$ cat config.mk
export PLATFORM = sky130hd
export DESIGN_NAME = plm_listen_ctrl
export DESIGN_NICKNAME = d
export VERILOG_FILES = /design/src/logic/plm_pkg.sv /design/src/logic/plm_listen_ctrl.sv /design/src/logic/plm_phase_timer.sv
export SDC_FILE = /design/constraint.sdc
export NUM_CORES = 1
export LEC_CHECK = 0
export ABC_AREA = 1
export BUFFER_PORTS_ARGS = -buffer_cell sky130_fd_sc_hd__buf_4
export CORE_MARGIN = 8
export CORE_UTILIZATION = 43
export CTS_CLUSTER_SIZE = 8
export DETAILED_ROUTE_END_ITERATION = 12
export GPL_TIMING_DRIVEN = 0
export PLACE_DENSITY = 0.57
export SKIP_LAST_GASP = 1
export SLEW_MARGIN = 10
export SYNTH_ARGS = -nofsm -noshare
export SYNTH_HDL_FRONTEND = slang
export SYNTH_SLANG_ARGS = --single-unit
$ cat constraint.sdc
create_clock -name clk_i -period 2.8 [get_ports clk_i]
set_clock_uncertainty 0.15 [all_clocks]
set_input_delay 0.14 -clock clk_i [delete_from_list [all_inputs] [get_ports clk_i]]
set_output_delay 0.14 -clock clk_i [all_outputs]
set_load 0.01 [all_outputs]
$ cat src/logic/plm_pkg.sv
// What this block does
// - idle runs rc only, periodic receiver wake
// - no signal: receiver off until next period
// - signal accepted: receiver stays on, demodulating
// - receiver start-up counted inside rx window
// - phase time is coefficient times resolution
// - resolution codes 01, 10, 11 select step
// - acceptance: level, optionally plus pattern match
// - end action 00: stay rx, listen stops
// - end action 01: after payload/timeout go mode
// - end action 10: after payload/timeout resume idle
// - rc oscillator calibrated at power-up
// - trim trigger recalibrates, then sets finished flag
// - auto modes start and end at mode field
// - auto rx: checksum enters, queue-empty edge leaves
// - mode field decode: sleep, standby, synth, rx
// - timeout after count times 16 bit periods
// - pattern flag set on sync word match
package plm_pkg;
	localparam logic [2:0]  MODE_SLEEP = 3'h0;
	localparam logic [2:0]  MODE_STBY  = 3'h1;
	localparam logic [2:0]  MODE_SYNTH = 3'h2;
	localparam logic [2:0]  MODE_RX    = 3'h4;

	localparam logic [1:0]  RES_RSVD = 2'h0;
	localparam logic [1:0]  RES_FINE = 2'h1;
	localparam logic [1:0]  RES_MID  = 2'h2;
	localparam logic [1:0]  RES_LONG = 2'h3;

	localparam logic [1:0]  END_STAY   = 2'h0;
	localparam logic [1:0]  END_MODE   = 2'h1;
	localparam logic [1:0]  END_RESUME = 2'h2;

	localparam int          CLK_PERIOD_NS = 10;
	localparam int          RES_FINE_NS   = 64000;
	localparam int          RES_MID_NS    = 4100000;
	localparam int          RES_LONG_NS   = 262000000;
	localparam int          RES_FINE_CYC  = (RES_FINE_NS + CLK_PERIOD_NS - 1) / CLK_PERIOD_NS;
	localparam int          RES_MID_CYC   = (RES_MID_NS + CLK_PERIOD_NS - 1) / CLK_PERIOD_NS;
	localparam int          RES_LONG_CYC  = (RES_LONG_NS + CLK_PERIOD_NS - 1) / CLK_PERIOD_NS;
	localparam int          BITS_PER_TIMEOUT_UNIT = 16;
	localparam int          RC_TRIM_CYC   = 1000;

	localparam logic        RC_BUSY_RST   = 1'b1;
	localparam logic        RC_DONE_RST   = 1'b0;

	typedef struct packed {
		logic [1:0] idle_res;
		logic [7:0] idle_coef;
		logic [1:0] rx_res;
		logic [7:0] rx_coef;
		logic       criteria;
		logic [1:0] end_action;
	} plm_listen_cfg_t;

	typedef struct packed {
		logic [2:0] mode;
		logic       listen_enable;
		logic       listen_cancel;
	} plm_op_mode_t;

	typedef struct packed {
		logic       enable;
		logic [2:0] intermediate;
	} plm_auto_cfg_t;
endpackage : plm_pkg

$ cat src/logic/plm_listen_ctrl.sv
`timescale 1ns/10ps
module plm_listen_ctrl #(
	parameter int SYNC_W        = 32,
	parameter int RES_FINE_CYC  = plm_pkg::RES_FINE_CYC,
	parameter int RES_MID_CYC   = plm_pkg::RES_MID_CYC,
	parameter int RES_LONG_CYC  = plm_pkg::RES_LONG_CYC,
	parameter int RC_TRIM_CYC   = plm_pkg::RC_TRIM_CYC
) (
	input  wire logic                    clk_i,
	input  wire logic                    rst_n_i,
	input  wire plm_pkg::plm_op_mode_t   operating_mode_i,
	input  wire plm_pkg::plm_listen_cfg_t listen_cfg_i,
	input  wire plm_pkg::plm_auto_cfg_t  auto_cfg_i,
	input  wire logic [7:0]              post_detect_timeout_count_i,
	input  wire logic                    signal_level_threshold_i,
	input  wire logic                    payload_complete_flag_i,
	input  wire logic                    checksum_good_flag_i,
	input  wire logic                    queue_has_bytes_i,
	input  wire logic                    bit_tick_i,
	input  wire logic                    bit_data_i,
	input  wire logic [SYNC_W-1:0]       sync_word_i,
	input  wire logic                    rc_trim_trigger_i,
	output logic [2:0]                   active_mode_o,
	output logic                         rx_on_o,
	output logic                         rc_only_o,
	output logic                         listen_active_o,
	output logic                         listen_stopped_o,
	output logic                         queue_discard_o,
	output logic                         timeout_o,
	output logic                         pattern_match_flag_o,
	output logic                         rc_trim_busy_o,
	output logic                         rc_trim_finished_o
);
	typedef enum logic [2:0] {
		PLM_NORMAL,
		PLM_IDLE,
		PLM_RX,
		PLM_HOLD,
		PLM_STOPPED
	} plm_state_t;

	function automatic logic [31:0] step_of(input logic [1:0] res);
		case (res)
			plm_pkg::RES_FINE: step_of = 32'(RES_FINE_CYC);
			plm_pkg::RES_MID:  step_of = 32'(RES_MID_CYC);
			plm_pkg::RES_LONG: step_of = 32'(RES_LONG_CYC);
			default:           step_of = 32'h0;
		endcase
	endfunction : step_of

	plm_state_t        state_ff,   nxt_state;
	logic [2:0]        mode_ff,    nxt_mode;
	logic [2:0]        stop_mode_ff, nxt_stop_mode;
	logic              inter_ff,   nxt_inter;
	logic              discard_ff, nxt_discard;
	logic              tmr_start,  tmr_abort;
	logic [31:0]       tmr_step;
	logic [7:0]        tmr_coef;
	logic              tmr_done;
	logic              tmr_busy;

	logic              rssi_d_ff,  nxt_rssi_d;
	logic              queue_d_ff, nxt_queue_d;
	logic              to_arm_ff,  nxt_to_arm;
	logic [11:0]       to_cnt_ff,  nxt_to_cnt;
	logic              to_ff,      nxt_to;
	logic [SYNC_W-1:0] shift_ff,   nxt_shift;
	logic              match_ff,   nxt_match;

	logic              rc_busy_ff, nxt_rc_busy;
	logic              rc_done_ff, nxt_rc_done;
	logic [31:0]       rc_cnt_ff,  nxt_rc_cnt;

	logic              accepted;
	logic              in_listen;
	logic              rx_now;
	logic [11:0]       to_target;

	plm_phase_timer u_timer (
		.clk_i   (clk_i),
		.rst_n_i (rst_n_i),
		.start_i (tmr_start),
		.abort_i (tmr_abort),
		.step_i  (tmr_step),
		.coef_i  (tmr_coef),
		.done_o  (tmr_done),
		.busy_o  (tmr_busy)
	);

	// listen sequencer
	always_comb begin
		nxt_state     = state_ff;
		nxt_stop_mode = stop_mode_ff;
		nxt_inter     = inter_ff;
		nxt_discard   = 1'b0;
		tmr_start     = 1'b0;
		tmr_abort     = 1'b0;
		tmr_step      = step_of(listen_cfg_i.idle_res);
		tmr_coef      = listen_cfg_i.idle_coef;
		in_listen     = (state_ff != PLM_NORMAL);
		// level alone, or level plus sync match
		accepted      = signal_level_threshold_i &&
		                (!listen_cfg_i.criteria || match_ff);
		if (in_listen && (operating_mode_i.listen_cancel ||
		    !operating_mode_i.listen_enable)) begin
			// cancel or cleared enable returns to the mode field
			nxt_state = PLM_NORMAL;
			tmr_abort = 1'b1;
		end else begin
			case (state_ff)
				PLM_NORMAL: begin
					// only armed from standby, cancel low
					if (operating_mode_i.listen_enable && !operating_mode_i.listen_cancel &&
					    mode_ff == plm_pkg::MODE_STBY) begin
						nxt_state = PLM_IDLE;
						nxt_inter = 1'b0;
						tmr_start = 1'b1;
					end else if (auto_cfg_i.enable) begin
						// entry on good checksum, leave on queue drained
						if (!inter_ff && checksum_good_flag_i) begin
							nxt_inter = 1'b1;
						end else if (inter_ff && queue_d_ff && !queue_has_bytes_i) begin
							nxt_inter = 1'b0;
						end
					end else begin
						nxt_inter = 1'b0;
					end
				end
				PLM_IDLE: begin
					// idle ends, receiver woken for a window
					if (tmr_done) begin
						nxt_state   = PLM_RX;
						tmr_start   = 1'b1;
						tmr_step    = step_of(listen_cfg_i.rx_res);
						tmr_coef    = listen_cfg_i.rx_coef;
						// stale bytes dropped at each wake-up
						nxt_discard = 1'b1;
					end
				end
				PLM_RX: begin
					// window includes receiver start-up, timer started on wake
					if (accepted) begin
						// receiver kept on, window timer dropped
						nxt_state = (listen_cfg_i.end_action == plm_pkg::END_STAY) ?
						            PLM_STOPPED : PLM_HOLD;
						nxt_stop_mode = plm_pkg::MODE_RX;
						tmr_abort = 1'b1;
					end else if (tmr_done) begin
						// nothing heard: receiver off till next period
						nxt_state = PLM_IDLE;
						tmr_start = 1'b1;
					end
				end
				PLM_HOLD: begin
					if (payload_complete_flag_i || to_ff) begin
						if (listen_cfg_i.end_action == plm_pkg::END_RESUME) begin
							nxt_state = PLM_IDLE;
							tmr_start = 1'b1;
						end else begin
							nxt_state     = PLM_STOPPED;
							nxt_stop_mode = mode_ff;
						end
					end
				end
				PLM_STOPPED: begin
					// held until host clears enable or sets cancel
					nxt_state = PLM_STOPPED;
				end
				default: begin
					nxt_state = PLM_NORMAL;
				end
			endcase
		end
	end

	// effective mode: base field, intermediate, or listen phase
	always_comb begin
		nxt_mode = operating_mode_i.mode;
		case (nxt_state)
			PLM_NORMAL:  rx_now = ((nxt_inter ? auto_cfg_i.intermediate : nxt_mode) ==
			                       plm_pkg::MODE_RX);
			PLM_IDLE:    rx_now = 1'b0;
			PLM_RX:      rx_now = 1'b1;
			PLM_HOLD:    rx_now = 1'b1;
			PLM_STOPPED: rx_now = (nxt_stop_mode == plm_pkg::MODE_RX);
			default:     rx_now = 1'b0;
		endcase
	end

	// post-detect timeout and sync correlator
	always_comb begin
		to_target   = {post_detect_timeout_count_i, 4'h0};
		nxt_rssi_d  = signal_level_threshold_i;
		nxt_queue_d = queue_has_bytes_i;
		nxt_to_arm  = to_arm_ff;
		nxt_to_cnt  = to_cnt_ff;
		nxt_to      = 1'b0;
		nxt_shift   = shift_ff;
		nxt_match   = match_ff;
		if (!rx_on_o) begin
			nxt_to_arm = 1'b0;
		end else if (signal_level_threshold_i && !rssi_d_ff) begin
			// zero count disables the timeout
			nxt_to_arm = (post_detect_timeout_count_i != 8'h0);
			nxt_to_cnt = 12'h0;
		end else if (to_arm_ff && bit_tick_i) begin
			if (to_cnt_ff == to_target - 12'h1) begin
				nxt_to     = 1'b1;
				nxt_to_arm = 1'b0;
			end else begin
				nxt_to_cnt = to_cnt_ff + 12'h1;
			end
		end
		if (!rx_on_o) begin
			nxt_match = 1'b0;
		end
		if (rx_on_o && bit_tick_i) begin
			nxt_shift = {shift_ff[SYNC_W-2:0], bit_data_i};
			// set wins over the rx-off clear
			if ({shift_ff[SYNC_W-2:0], bit_data_i} == sync_word_i) begin
				nxt_match = 1'b1;
			end
		end
	end

	// rc trim: starts busy out of reset
	always_comb begin
		nxt_rc_busy = rc_busy_ff;
		nxt_rc_done = rc_done_ff;
		nxt_rc_cnt  = rc_cnt_ff;
		if (rc_trim_trigger_i) begin
			// retrigger restarts the run
			nxt_rc_busy = 1'b1;
			nxt_rc_done = 1'b0;
			nxt_rc_cnt  = 32'h0;
		end else if (rc_busy_ff) begin
			if (rc_cnt_ff == 32'(RC_TRIM_CYC - 1)) begin
				nxt_rc_busy = 1'b0;
				nxt_rc_done = 1'b1;
			end else begin
				nxt_rc_cnt = rc_cnt_ff + 32'h1;
			end
		end
	end

	always_ff @(posedge clk_i) begin
		if (!rst_n_i) begin
			state_ff     <= PLM_NORMAL;
			mode_ff      <= plm_pkg::MODE_STBY;
			stop_mode_ff <= plm_pkg::MODE_STBY;
			inter_ff     <= 1'b0;
			discard_ff   <= 1'b0;
			rssi_d_ff    <= 1'b0;
			queue_d_ff   <= 1'b0;
			to_arm_ff    <= 1'b0;
			to_cnt_ff    <= 12'h0;
			to_ff        <= 1'b0;
			shift_ff     <= '0;
			match_ff     <= 1'b0;
			rc_busy_ff   <= plm_pkg::RC_BUSY_RST;
			rc_done_ff   <= plm_pkg::RC_DONE_RST;
			rc_cnt_ff    <= 32'h0;
		end else begin
			state_ff     <= nxt_state;
			mode_ff      <= nxt_mode;
			stop_mode_ff <= nxt_stop_mode;
			inter_ff     <= nxt_inter;
			discard_ff   <= nxt_discard;
			rssi_d_ff    <= nxt_rssi_d;
			queue_d_ff   <= nxt_queue_d;
			to_arm_ff    <= nxt_to_arm;
			to_cnt_ff    <= nxt_to_cnt;
			to_ff        <= nxt_to;
			shift_ff     <= nxt_shift;
			match_ff     <= nxt_match;
			rc_busy_ff   <= nxt_rc_busy;
			rc_done_ff   <= nxt_rc_done;
			rc_cnt_ff    <= nxt_rc_cnt;
		end
	end

	// registered outputs; active mode decodes the field values
	logic [2:0] act_ff,  nxt_act;
	logic       rx_ff;
	logic       rc_ff,   nxt_rc;
	logic       lact_ff, nxt_lact;
	logic       lstp_ff, nxt_lstp;

	always_comb begin
		nxt_rc   = (nxt_state == PLM_IDLE);
		nxt_lact = (nxt_state != PLM_NORMAL);
		nxt_lstp = (nxt_state == PLM_STOPPED);
		case (nxt_state)
			PLM_NORMAL:  nxt_act = nxt_inter ? auto_cfg_i.intermediate : nxt_mode;
			PLM_IDLE:    nxt_act = plm_pkg::MODE_SLEEP;
			PLM_STOPPED: nxt_act = nxt_stop_mode;
			default:     nxt_act = plm_pkg::MODE_RX;
		endcase
	end

	always_ff @(posedge clk_i) begin
		if (!rst_n_i) begin
			act_ff  <= plm_pkg::MODE_STBY;
			rx_ff   <= 1'b0;
			rc_ff   <= 1'b0;
			lact_ff <= 1'b0;
			lstp_ff <= 1'b0;
		end else begin
			act_ff  <= nxt_act;
			rx_ff   <= rx_now;
			rc_ff   <= nxt_rc;
			lact_ff <= nxt_lact;
			lstp_ff <= nxt_lstp;
		end
	end

	assign active_mode_o        = act_ff;
	assign rx_on_o              = rx_ff;
	assign rc_only_o            = rc_ff;
	assign listen_active_o      = lact_ff;
	assign listen_stopped_o     = lstp_ff;
	assign queue_discard_o      = discard_ff;
	assign timeout_o            = to_ff;
	assign pattern_match_flag_o = match_ff;
	assign rc_trim_busy_o       = rc_busy_ff;
	assign rc_trim_finished_o   = rc_done_ff;
endmodule : plm_listen_ctrl

$ cat src/logic/plm_phase_timer.sv
`timescale 1ns/10ps
module plm_phase_timer (
	input  wire logic        clk_i,
	input  wire logic        rst_n_i,
	input  wire logic        start_i,
	input  wire logic        abort_i,
	input  wire logic [31:0] step_i,
	input  wire logic [7:0]  coef_i,
	output logic             done_o,
	output logic             busy_o
);
	logic [31:0] pre_ff,  nxt_pre;
	logic [7:0]  unit_ff, nxt_unit;
	logic [31:0] step_ff, nxt_step;
	logic [7:0]  coef_ff, nxt_coef;
	logic        busy_ff, nxt_busy;
	logic        done_ff, nxt_done;

	always_comb begin
		nxt_pre  = pre_ff;
		nxt_unit = unit_ff;
		nxt_step = step_ff;
		nxt_coef = coef_ff;
		nxt_busy = busy_ff;
		nxt_done = 1'b0;
		if (abort_i) begin
			nxt_busy = 1'b0;
		end else if (start_i) begin
			// a reserved step or zero coefficient leaves the timer idle
			nxt_busy = (step_i != 32'h0) && (coef_i != 8'h0);
			nxt_pre  = 32'h0;
			nxt_unit = 8'h0;
			nxt_step = step_i;
			nxt_coef = coef_i;
		end else if (busy_ff) begin
			if (pre_ff == step_ff - 32'h1) begin
				nxt_pre = 32'h0;
				// duration is coefficient whole steps
				if (unit_ff == coef_ff - 8'h1) begin
					nxt_busy = 1'b0;
					nxt_done = 1'b1;
				end else begin
					nxt_unit = unit_ff + 8'h1;
				end
			end else begin
				nxt_pre = pre_ff + 32'h1;
			end
		end
	end

	always_ff @(posedge clk_i) begin
		if (!rst_n_i) begin
			pre_ff  <= 32'h0;
			unit_ff <= 8'h0;
			step_ff <= 32'h0;
			coef_ff <= 8'h0;
			busy_ff <= 1'b0;
			done_ff <= 1'b0;
		end else begin
			pre_ff  <= nxt_pre;
			unit_ff <= nxt_unit;
			step_ff <= nxt_step;
			coef_ff <= nxt_coef;
			busy_ff <= nxt_busy;
			done_ff <= nxt_done;
		end
	end

	assign done_o = done_ff;
	assign busy_o = busy_ff;
endmodule : plm_phase_timer

Yosys cells after proc, flatten, opt, wreduce, memory -nomap -nowiden
Index checks and enable logic that the tools add are counted.

Output and inout bits: 12. Register bits: 182.

Multiplexer cells: 65. Eq/ne operators: 25. Reductions and logical operators: 46. Bitwise logic cells: 8. $add $sub $neg: 7.

Operator list (count): two-way mux 32 bit (6); one-hot mux 25 bit (3 select lines) (2); adder 32 x 1 -> 32 bit, second input constant (2); == test 32 bit (2); two-way mux 8 bit (7); two-way mux 3 bit (13); two-way mux 12 bit (3); == test 32 x 10 -> 1 bit, second input constant (1); nonzero test 32 bit (1); subtractor 32 x 1 -> 32 bit, second input constant (1); two-way mux 1 bit (29); nonzero test 8 bit (2); one-hot mux 3 bit (5 select lines) (1); adder 12 x 1 -> 12 bit, second input constant (1); == test 12 bit (1); == test 3 x 2 -> 1 bit, second input constant (4); == test 3 bit, second input constant (4); AND reduction 2 bit (6); subtractor 12 x 1 -> 12 bit, second input constant (1); logical AND 1 bit (11); == test 2 bit, second input constant (5); == test 3 x 1 -> 1 bit, second input constant (3); one-hot mux 3 bit (3 select lines) (1); adder 8 x 1 -> 8 bit, second input constant (1); other kinds (20) (43).

Logic depth before layout (Yosys ltp)
Gate-level depths: netlist of the first run.

Depth in word-level cells: 11. Mapped depth: 18. Depth with buffers taken out: 16.

Hierarchy
A second synthesis of the first run with hierarchy kept.

Cells, all modules: 1740. Area, all modules: 11643.7 sq um.

Modules (own cells, without submodules): plm_listen_ctrl (instances 1, cells an instance 923, sequential area each 2001.9 sq um, area an instance 6033.3 sq um); plm_phase_timer (instances 1, cells an instance 817, sequential area each 1641.6 sq um, area an instance 5610.4 sq um).

Worst setup path before layout of the first run
Ideal clock, no wire load.

Path kind: reg2reg. From: reg u_timer.step_ff[23]. To: reg u_timer.pre_ff[29]. Buffers on the path: 2. Slack: 463 ps. Library setup time: 112 ps. Data arrival time: 2075 ps. Period minus slack after synthesis: 2337 ps. Cell stages (with the launch flop): 19. Cell sequence: dfxtp_1 -> inv_1 -> buf_2 -> ha_1 -> inv_1 -> nand2_1 -> nand2_1 -> nand2_1 -> nor2_1 -> nand2_1 -> nor2_2 -> nand3_1 -> nor2_4 -> nand2_4 -> nand2_1 -> nand2_2 -> nand2_4 -> buf_6 -> nor2_1.

Longest elaborated chain between the ends: 5.

Ends and longest elaborated chain: start, declared (line plm_phase_timer.sv:14) `logic [31:0] step_ff, nxt_step;`; start signal, assigned (line plm_phase_timer.sv:62) `step_ff <= nxt_step;`; subtractor 32 x 1 -> 32 bit (line plm_phase_timer.sv:36) `if (pre_ff == step_ff - 32'h1) begin`; == test 32 bit (line plm_phase_timer.sv:36); two-way mux 32 bit (line plm_phase_timer.sv:36); two-way mux 32 bit (line plm_phase_timer.sv:35) `end else if (busy_ff) begin`; two-way mux 32 bit (line plm_phase_timer.sv:28) `end else if (start_i) begin`; end signal, assigned (line plm_phase_timer.sv:60) `pre_ff <= nxt_pre;`; end, declared (line plm_phase_timer.sv:12) `logic [31:0] pre_ff, nxt_pre;`.

No other way between the ends. The select of a mux whose other input is x is not followed. A chain may end at the register's enable or synchronous reset.

Worst setup path after layout of the first run
From: reg u_timer.step_ff[23]. To: reg u_timer.pre_ff[4].

Same word-level chain as after synthesis.

==> metrics, run 1 <==
result of the run=finished clean; fraction of layout instances using a drive strength above 1=10.4%; sum of net half-perimeters after detailed placement=23200 um; Vias=9986; Worst slew margin=49.2%; proportion of netlist area held by the largest area contributor=32.2%; endpoint type of the worst setup path=flop; Least-Margin Pin Slew=763 ps; number of enable flip-flop cells after synthesis=0; wire length of the first global-routing pass=47700 um; async set-or-reset flop fraction in the synthesized netlist=0%; starting density of the core=43.1%; post-route worst hold slack=13.1 ps; most frequent CP cell=sky130_fd_sc_hd__nand2_1; area overhead of the layout relative to synthesis=20.4%; average vias per placed instance=5.08; Antenna Diode Count=0; reported max-cap violation count=0; crit path max-delay cell type=sky130_fd_sc_hd__dfxtp_2; arrival time worst endpoint=2790 ps; TritonRoute pass-1 iters=6; clock-pin transition on the worst setup and hold timing paths=70 ps; maximum buffer depth of the clock tree=2; Fin Setup TNS=0 ps; cell taking the most area after synthesis=sky130_fd_sc_hd__dfxtp_1; fill count=2362; number of distinct library cells after synthesis=44; synthesized area divided by synthesized cell count=6.31 um2; critical-path cell list=inv_4 > buf_8 > ha_2 > inv_1 > nand2_1 > nand2_1 > nand2_1 > nor2_4 > nand2_2 > nor2_4 > nand3_2 > nor2_4 > nand2_4 > nand2_1 > nand2_2 > nand2_4 > buf_8 > nor2_1; CP startpoint kind=flop; number of I/O port buffers=92; achievable frequency=382 MHz; path class of the lowest-slack min-delay path=primary input to flop; Setup violations, final=0; die outline width=166 um; number of DRC markers in iteration 0=478; root buffer cell=sky130_fd_sc_hd__clkbuf_16; overall fraction of global-route tracks in use=21.0%; most frequently used cell type in the post-synthesis netlist=sky130_fd_sc_hd__nand2_1; DRT antenna net count=0; worst supply voltage drop on vdd=0.335 mV; number of clock sinks=155; GR Overflow Total=0; cell types occupying the most area after synthesis=sky130_fd_sc_hd__dfxtp_1, sky130_fd_sc_hd__nand2_1, sky130_fd_sc_hd__nor2_1; synthesized net count=1617; Rows=55; top flip-flop cell by instance count after synthesis=sky130_fd_sc_hd__dfxtp_1; antenna violations before repair=0; cell family with most CP delay=simple AND/OR/NAND/NOR gates; P_leak=4.77 nW; Buf/Inv on CP=4; number of failing hold endpoints at the final stage=0; mapped cell area=9650 um2; final max-slew violation count=0; largest driver fanout on the critical path=10; top cell types by occurrence after synthesis=sky130_fd_sc_hd__nand2_1, sky130_fd_sc_hd__nor2_1, sky130_fd_sc_hd__inv_1; weighted congestion at the end of routability-driven global placement=0.944; Max stage delay on crit path=350 ps; share of the clock period used by the worst path after layout=93.6%; Ys Warns=0; cell area power density=470 nW/um2; number of design rule violations left after detail routing=0; classification of the worst setup path=flop to flop; endpoint required time on the critical path=2970 ps; Die Area=27500 um2; via count of the first global-routing pass=9569; area occupied by multi-input gates=5740 um2; Period minus WS final=2620 ps; RSZ-0062 raised after global routing=no; WL per Instance=14.9 um; # IOs=93; Synth Instances=1529; flip-flop and latch count after synthesis=155; final layout net count=1754; pin count of the biggest net entering global routing=17; Core Footprint=22400 um2; Clock Latency Late Sink=430 ps; Post-Route WL=29300 um; fraction of the yosys area taken by sequential cells=32.2%; htree depth=4; TritonCTS buffer count=17; y dimension of the die=166 um; flip-flop and latch area=3100 um2; TritonCTS clock tree=built
worst paths after layout:
check | start | endpoint | cells after the start | slack [ps]
worst min-delay path | listen_cfg_i[8] | u_timer.coef_ff[5] | 3 | 10
worst max-delay path | u_timer.step_ff[23] | u_timer.pre_ff[4] | 18 | 180
worst min register to register | to_arm_ff | to_arm_ff | 2 | 310
worst max register to register | u_timer.step_ff[23] | u_timer.pre_ff[4] | 18 | 180
placed cells by master, fill, tap and decap left out, types with 9 or more instances in the layout:
master / instances
sky130_fd_sc_hd__nand2_1: 400
sky130_fd_sc_hd__nor2_1: 202
sky130_fd_sc_hd__inv_1: 165
sky130_fd_sc_hd__dfxtp_1: 154
sky130_fd_sc_hd__nand3_1: 104
sky130_fd_sc_hd__buf_4: 94
sky130_fd_sc_hd__a21oi_1: 88
sky130_fd_sc_hd__o21ai_0: 80
sky130_fd_sc_hd__xor2_1: 71
sky130_fd_sc_hd__nor3_1: 46
sky130_fd_sc_hd__nand4_1: 42
sky130_fd_sc_hd__clkbuf_1: 36
sky130_fd_sc_hd__dlygate4sd3_1: 25
sky130_fd_sc_hd__nor4_1: 18
sky130_fd_sc_hd__xnor2_1: 18
sky130_fd_sc_hd__clkbuf_16: 17
sky130_fd_sc_hd__nand2_2: 9
layer usage:
metal	vias to the layer above	track usage, %	routed length [um]
met2	201	35.5	13800
li1	5240	-	-
met3	41	3.61	1140
met5	-	0	0
met1	4504	26.3	13700
met4	0	7.75	731
layout make-up:
class	count	share of cell area [%]
Multi-Input combinational cell	1157	49.4
Sequential cell	155	26.7
Timing Repair Buffer	118	8.27
Inverter	171	5.54
Clock buffer	18	3.69
Tap cell	285	3.07
Buffer	46	1.85
Clock inverter	14	1.49
per-stage QoR:
stage	area (um2)	power, W	util [%]	setup WS, ps	cells
floorplan	9650	0.00281	-	463	1529
global placement	10700	0.00308	47.8	-137	1906
detailed placement	10700	0.00308	47.8	-136	1906
CTS	11600	0.00552	51.7	1.29	1964
global route	11600	0.00571	52.0	16.0	1964
finish	11600	0.00546	52.0	180	1964
cells by family (layout without fill, tap and decap cells):
kind of cell               after synthesis  in the layout  share of synthesized area, %
AOI/OAI and AO/OA                      198            198                          10.9
xor gates and xnor gates                89             89                          8.08
adders and majority gates                7              7                         0.908
buffers and inverters                  217            367                          8.74
DFF                                    155            155                          32.2
muxes                                    2              2                         0.207
and+or+nand+nor                        861            861                          39.0
flip-flops by register name, summed over array words and instances (netlist names), 3 cells and up:
name	cells
mode_ff	3
stop_mode_ff	3
u_timer.unit_ff	8
u_timer.step_ff	5
u_timer.pre_ff	32
to_cnt_ff	12
shift_ff	31
u_timer.coef_ff	8
rc_cnt_ff	32
state_ff	3
active_mode_o	3
repair_timing:
| action | in CTS | in global routing |
|---|---|---|
| hold buffers | 25 | 0 |
| setup buffers | 1 | 0 |
| gates resized for setup | 2 | 16 |
| pin swaps | 0 | 4 |
| endpoints found under the hold margin | 28 | 0 |
| gates cloned | 0 | 0 |
| endpoints found under the setup margin | 11 | 53 |
power by group:
group          internal (W)  switching, W  leakage, nW  total, W
logic              0.000310      0.000469         3.22  0.000779
registers           0.00225     0.0000374         1.25   0.00228
clock network       0.00135       0.00105        0.299   0.00240
tightest hold or removal path, cell delays in order:
cell,delay (ps)
sky130_fd_sc_hd__buf_4,70
sky130_fd_sc_hd__o21ai_0,100
sky130_fd_sc_hd__a211oi_1,220
Power figures use the tool's default switching activity.
==> run 2, diff against run 1 <==
- RECOVER_POWER: not set -> 25
==> metrics, run 2 (synthesis gave the netlist of run 1 again) <==
y dimension of the die=166 um (unchanged); total number of cells along the worst setup path=18 (unchanged); htree depth=4 (unchanged); number of I/O port buffers=92 (unchanged); P_leak=4.72 nW (-1.1%); result of the run=finished clean; Least-Margin Pin Slew=756 ps (-7.19 ps); sum of net half-perimeters after detailed placement=23200 um (unchanged); cell area power density=472 nW/um2 (+0.36%); worst-case reg-to-reg path depth=18 (unchanged); commonest cells after routing, fill and taps aside=sky130_fd_sc_hd__nand2_1, sky130_fd_sc_hd__nor2_1, sky130_fd_sc_hd__inv_1, sky130_fd_sc_hd__dfxtp_1, sky130_fd_sc_hd__nand3_1; root buffer cell=sky130_fd_sc_hd__clkbuf_16; worst supply voltage drop on vdd=0.333 mV (-0.63%); Core Footprint=22400 um2 (unchanged); final max-slew violation count=0 (unchanged); pin count of the biggest net entering global routing=17 (unchanged); # IOs=93 (unchanged); leading registers by flop count=rc_cnt_ff (32), u_timer.pre_ff (32), shift_ff (31); WL per Instance=14.9 um (+0.15%); TritonCTS clock tree=built; endpoint required time on the critical path=2970 ps (about the same); Rows=55 (unchanged); number of DRC markers in iteration 0=497 (+4.0%); Worst slew margin=49.6% (+0.48 points); classification of the worst setup path=flop to flop; cell family with most CP delay=simple AND/OR/NAND/NOR gates; overall fraction of global-route tracks in use=21.0% (unchanged); Post-Route WL=29400 um (+0.15%); Fin Setup TNS=0 ps (unchanged); post-route worst hold slack=14.8 ps (+1.67 ps); largest driver fanout on the critical path=10 (unchanged); area overhead of the layout relative to synthesis=19.9%; maximum buffer depth of the clock tree=2 (unchanged); fraction of layout instances using a drive strength above 1=9.59% (-0.77 points); Final WS setup=169 ps (-10.6 ps); Buf/Inv on CP=4 (unchanged); RSZ-0062 raised after global routing=no; Die Area=27500 um2 (unchanged); number of non-filler instances in the completed layout=1964 (unchanged); crit path max-delay cell type=sky130_fd_sc_hd__dfxtp_2; placed cells=1906 (unchanged); CP startpoint kind=flop; final layout net count=1754 (unchanged); critical-path cell list=inv_4 > buf_8 > ha_2 > inv_1 > nand2_1 > nand2_1 > nand2_1 > nor2_4 > nand2_2 > nor2_4 > nand3_2 > nor2_4 > nand2_4 > nand2_1 > nand2_2 > nand2_4 > buf_8 > nor2_1; number of design rule violations left after detail routing=0 (unchanged); TritonRoute pass-1 iters=6 (unchanged); starting density of the core=43.1% (unchanged); most common library cell in the layout ignoring fill and taps=sky130_fd_sc_hd__nand2_1; path class of the lowest-slack min-delay path=primary input to flop; wire length of the first global-routing pass=47700 um (unchanged); pre-CTS WS=-136 ps (unchanged); Max stage delay on crit path=350 ps (about the same); average vias per placed instance=5.09 (about the same); Antenna Diode Count=0 (unchanged); DRT antenna net count=0 (unchanged); core utilization of the finished layout=51.7% (-0.22 points); via count of the first global-routing pass=9569 (unchanged); most frequent CP cell=sky130_fd_sc_hd__nand2_1; share of the clock period used by the worst path after layout=93.9% (+0.38 points); GR Overflow Total=0 (unchanged); number of cells on the worst hold path=3 (unchanged); antenna violations before repair=0 (unchanged); Period minus WS final=2630 ps (+10.6 ps); TritonCTS buffer count=17 (unchanged); number of clock sinks=155 (unchanged); arrival time worst endpoint=2800 ps (about the same); Clock Latency Late Sink=430 ps (about the same); Vias=9991 (+0.050%); endpoint type of the worst setup path=flop; weighted congestion at the end of routability-driven global placement=0.944 (unchanged); die outline width=166 um (unchanged); number of failing hold endpoints at the final stage=0 (unchanged); Setup violations, final=0 (unchanged); clock-pin transition on the worst setup and hold timing paths=70 ps (about the same); achievable frequency=380 MHz (-0.40%); reported max-cap violation count=0 (unchanged)
==> run 2: path summary, 6_finish.rpt <==
check / startpoint / end / slack, ps
setup / recovery: u_timer.step_ff[23] / u_timer.pre_ff[4] / 170
hold reg to reg: to_arm_ff / to_arm_ff / 310
setup reg to reg: u_timer.step_ff[23] / u_timer.pre_ff[4] / 170
hold / removal: listen_cfg_i[8] / u_timer.coef_ff[5] / 10
==> run 2: worst min-delay path, cell delays in order <==
cell                       delay [ps]
sky130_fd_sc_hd__buf_4             70
sky130_fd_sc_hd__o21ai_0          100
sky130_fd_sc_hd__a211oi_1         220
==> run 2: final cells by class <==
type	count	area, um2
Buffer	46	215
Clock inverter	14	173
Fill cell	2371	10800
Sequential cell	155	3100
Tap cell	285	357
Timing Repair Buffer	118	912
Multi-Input combinational cell	1157	5740
Inverter	171	644
Clock buffer	18	429
==> run 2: power breakdown <==
part	leakage, nW	internal, W	switching, W	total, W
clock	0.299	0.00135	0.00105	0.00240
sequential	1.25	0.00225	0.0000372	0.00228
combinational	3.17	0.000304	0.000469	0.000774
total	4.72	0.00390	0.00156	0.00546
==> run 2: what timing repair did <==
action	4_1_cts	5_1_grt
hold buffers	25	0
endpoints found under the hold margin	28	0
resized for setup	2	16
buffers inserted	1	0
setup endpoints to repair	11	53
pin swaps	0	4
==> run 2: layer usage <==
metal  global-route usage (%)  share of wire [%]
met1                     26.3                 47
met2                     35.5                 47
met3                     3.61                3.8
met4                     7.75                2.6
met5                        0                  0
==> run 2: stage by stage <==
step	power (W)	area, um2
global placement	0.00308	10700
CTS	0.00552	11600
floorplan	0.00281	9650
detailed placement	0.00308	10700
finish	0.00546	11600
global route	0.00570	11600
==> run 3, diff against run 2 <==
- CORE_UTILIZATION: 43 -> 58
- PLACE_DENSITY: 0.57 -> 0.74
==> metrics, run 3 (synthesis gave the netlist of run 1 again) <==
# IOs=93 (unchanged); final layout net count=1756 (+0.11%); Vias=10441 (+4.5%); fill count=1463 (-38%); number of failing hold endpoints at the final stage=0 (unchanged); overall fraction of global-route tracks in use=26.8% (+5.8 points); area overhead of the layout relative to synthesis=18.6%; y dimension of the die=145 um (-13%); starting density of the core=58.8% (+16 points); final max-slew violation count=0 (unchanged); maximum buffer depth of the clock tree=2 (unchanged); number of design rule violations left after detail routing=0 (unchanged); pre-CTS WS=-99.1 ps (+36.6 ps); root buffer cell=sky130_fd_sc_hd__clkbuf_16; achievable frequency=377 MHz (-0.80%); TritonCTS clock tree=built; clock-pin transition on the worst setup and hold timing paths=60 ps (about the same); WL per Instance=15.1 um (+0.72%); share of the clock period used by the worst path after layout=94.7% (+0.76 points); Post-Route WL=28600 um (-2.5%); number of non-filler instances in the completed layout=1901 (-3.2%); CP startpoint kind=flop; average vias per placed instance=5.49 (+8.0%); worst reg2reg setup slack=150 ps (-20 ps); sum of net half-perimeters after detailed placement=21800 um (-6.0%); result of the run=finished clean; Final WS setup=148 ps (-21.2 ps); arrival time worst endpoint=2820 ps (+20 ps); fraction of layout instances using a drive strength above 1=9.34% (-0.25 points); placed cells=1841 (-3.4%); Die Area=21000 um2 (-24%); Setup violations, final=0 (unchanged); reported max-cap violation count=0 (unchanged); largest driver fanout on the critical path=10 (unchanged); Antenna Diode Count=0 (unchanged); path class of the lowest-slack min-delay path=primary input to flop; Least-Margin Pin Slew=745 ps (-10.2 ps); Core Footprint=16400 um2 (-27%); endpoint type of the worst setup path=flop; leading registers by flop count=rc_cnt_ff (32), u_timer.pre_ff (32), shift_ff (31); Period minus WS final=2650 ps (+21.2 ps); number of I/O port buffers=92 (unchanged); number of clock sinks=155 (unchanged); commonest cells after routing, fill and taps aside=sky130_fd_sc_hd__nand2_1, sky130_fd_sc_hd__nor2_1, sky130_fd_sc_hd__inv_1, sky130_fd_sc_hd__dfxtp_1, sky130_fd_sc_hd__nand3_1; TritonCTS buffer count=17 (unchanged); Rows=47 (-15%); total power draw=0.00529 W (-3.1%); Clock Latency Late Sink=430 ps (about the same); weighted congestion at the end of routability-driven global placement=0.965 (+2.3%); P_leak=4.71 nW (-0.29%); Worst slew margin=50.3% (+0.68 points); die outline width=145 um (-13%); classification of the worst setup path=flop to flop; RSZ-0062 raised after global routing=yes; TritonRoute pass-1 iters=5 (-1); most common library cell in the layout ignoring fill and taps=sky130_fd_sc_hd__nand2_1; worst supply voltage drop on vdd=0.468 mV (+40%); htree depth=4 (unchanged); GR Overflow Total=0 (unchanged); pin count of the biggest net entering global routing=17 (unchanged); endpoint required time on the critical path=2970 ps (about the same); antenna violations before repair=0 (unchanged); number of DRC markers in iteration 0=759 (+53%); DRT antenna net count=0 (unchanged); wire length of the first global-routing pass=47400 um (-0.57%); cell area power density=462 nW/um2 (-2.0%); via count of the first global-routing pass=9979 (+4.3%)
==> run 3: cell count changes in the layout (fill, tap and decap cells not counted), sizes merged <==
cell | previous run | this run
clkinvlp | 0 | 3
clkbuf | 66 | 67
clkinv | 5 | 7
inv | 178 | 172
dlygate4sd3 | 25 | 27
buf | 91 | 92
bufinv | 2 | 1
==> run 3: per-layer routing <==
metal  wire [um]  vias to the layer above  global-route usage [%]
met5           0                        -                       0
met4         829                        0                    11.3
met3        1720                       70                    5.01
met2       13800                      383                    45.2
met1       12300                     4766                    32.8
li1            -                     5222                       -
==> run 3: area by class of cell <==
type                    instances  area (um2)  share of cell area (%)
multi-input cells            1157        5710                    49.9
inverters                     171         642                    5.61
flip-flops and latches        155        3100                    27.1
clock buffers                  20         457                    3.99
well taps                     220         275                    2.40
plain buffers                  46         211                    1.85
repair buffers                120         936                    8.18
clock inverters                12         115                    1.01
==> run 3: repair_timing <==
item,4_1_cts,5_1_grt
endpoints found under the setup margin,10,40
buffers inserted,1,0
hold buffers,27,0
hold endpoints to repair,26,0
gates resized for setup,2,9
==> run 3: worst max-delay path: stages, from the launching register on <==
cell,delay (ps)
sky130_fd_sc_hd__dfxtp_1,340
sky130_fd_sc_hd__inv_1,230
sky130_fd_sc_hd__ha_2,340
sky130_fd_sc_hd__inv_1,50
sky130_fd_sc_hd__nand2_1,40
sky130_fd_sc_hd__nand2_1,60
sky130_fd_sc_hd__nand2_1,60
sky130_fd_sc_hd__nor2_2,140
sky130_fd_sc_hd__nand2_1,80
sky130_fd_sc_hd__nor2_2,120
sky130_fd_sc_hd__nand3_1,130
sky130_fd_sc_hd__nor2_4,150
sky130_fd_sc_hd__nand2_4,110
sky130_fd_sc_hd__nand2_1,90
sky130_fd_sc_hd__nand2_2,100
sky130_fd_sc_hd__nand2_4,120
sky130_fd_sc_hd__buf_6,160
sky130_fd_sc_hd__nor2_1,50
==> run 3: worst paths after layout <==
kind | from | depth (start not counted) | end
worst max-delay path | u_timer.step_ff[4] | 17 | u_timer.pre_ff[6]
worst min-delay path | sync_word_i[18] | 6 | pattern_match_flag_o
worst max register to register | u_timer.step_ff[4] | 17 | u_timer.pre_ff[6]
worst min register to register | to_arm_ff | 2 | to_arm_ff
==> run 3: power by group <==
| part | total, W | internal [W] | switching, W | leakage, nW |
|---|---|---|---|---|
| logic | 0.000771 | 0.000305 | 0.000466 | 3.18 |
| clock network | 0.00224 | 0.00128 | 0.000959 | 0.273 |
| registers | 0.00228 | 0.00225 | 0.0000375 | 1.25 |
| total | 0.00529 | 0.00383 | 0.00146 | 4.71 |
==> run 3: stage by stage <==
step	setup TNS, ps	util [%]	hold WS [ps]	area [um2]
finish	0	69.8	38.8	11400
global route	-25.1	69.8	74.0	11400
CTS	0	70.0	14.5	11500
detailed placement	-869	64.7	185	10600
global placement	-580	64.7	179	10600
floorplan	0	-	83.5	9650
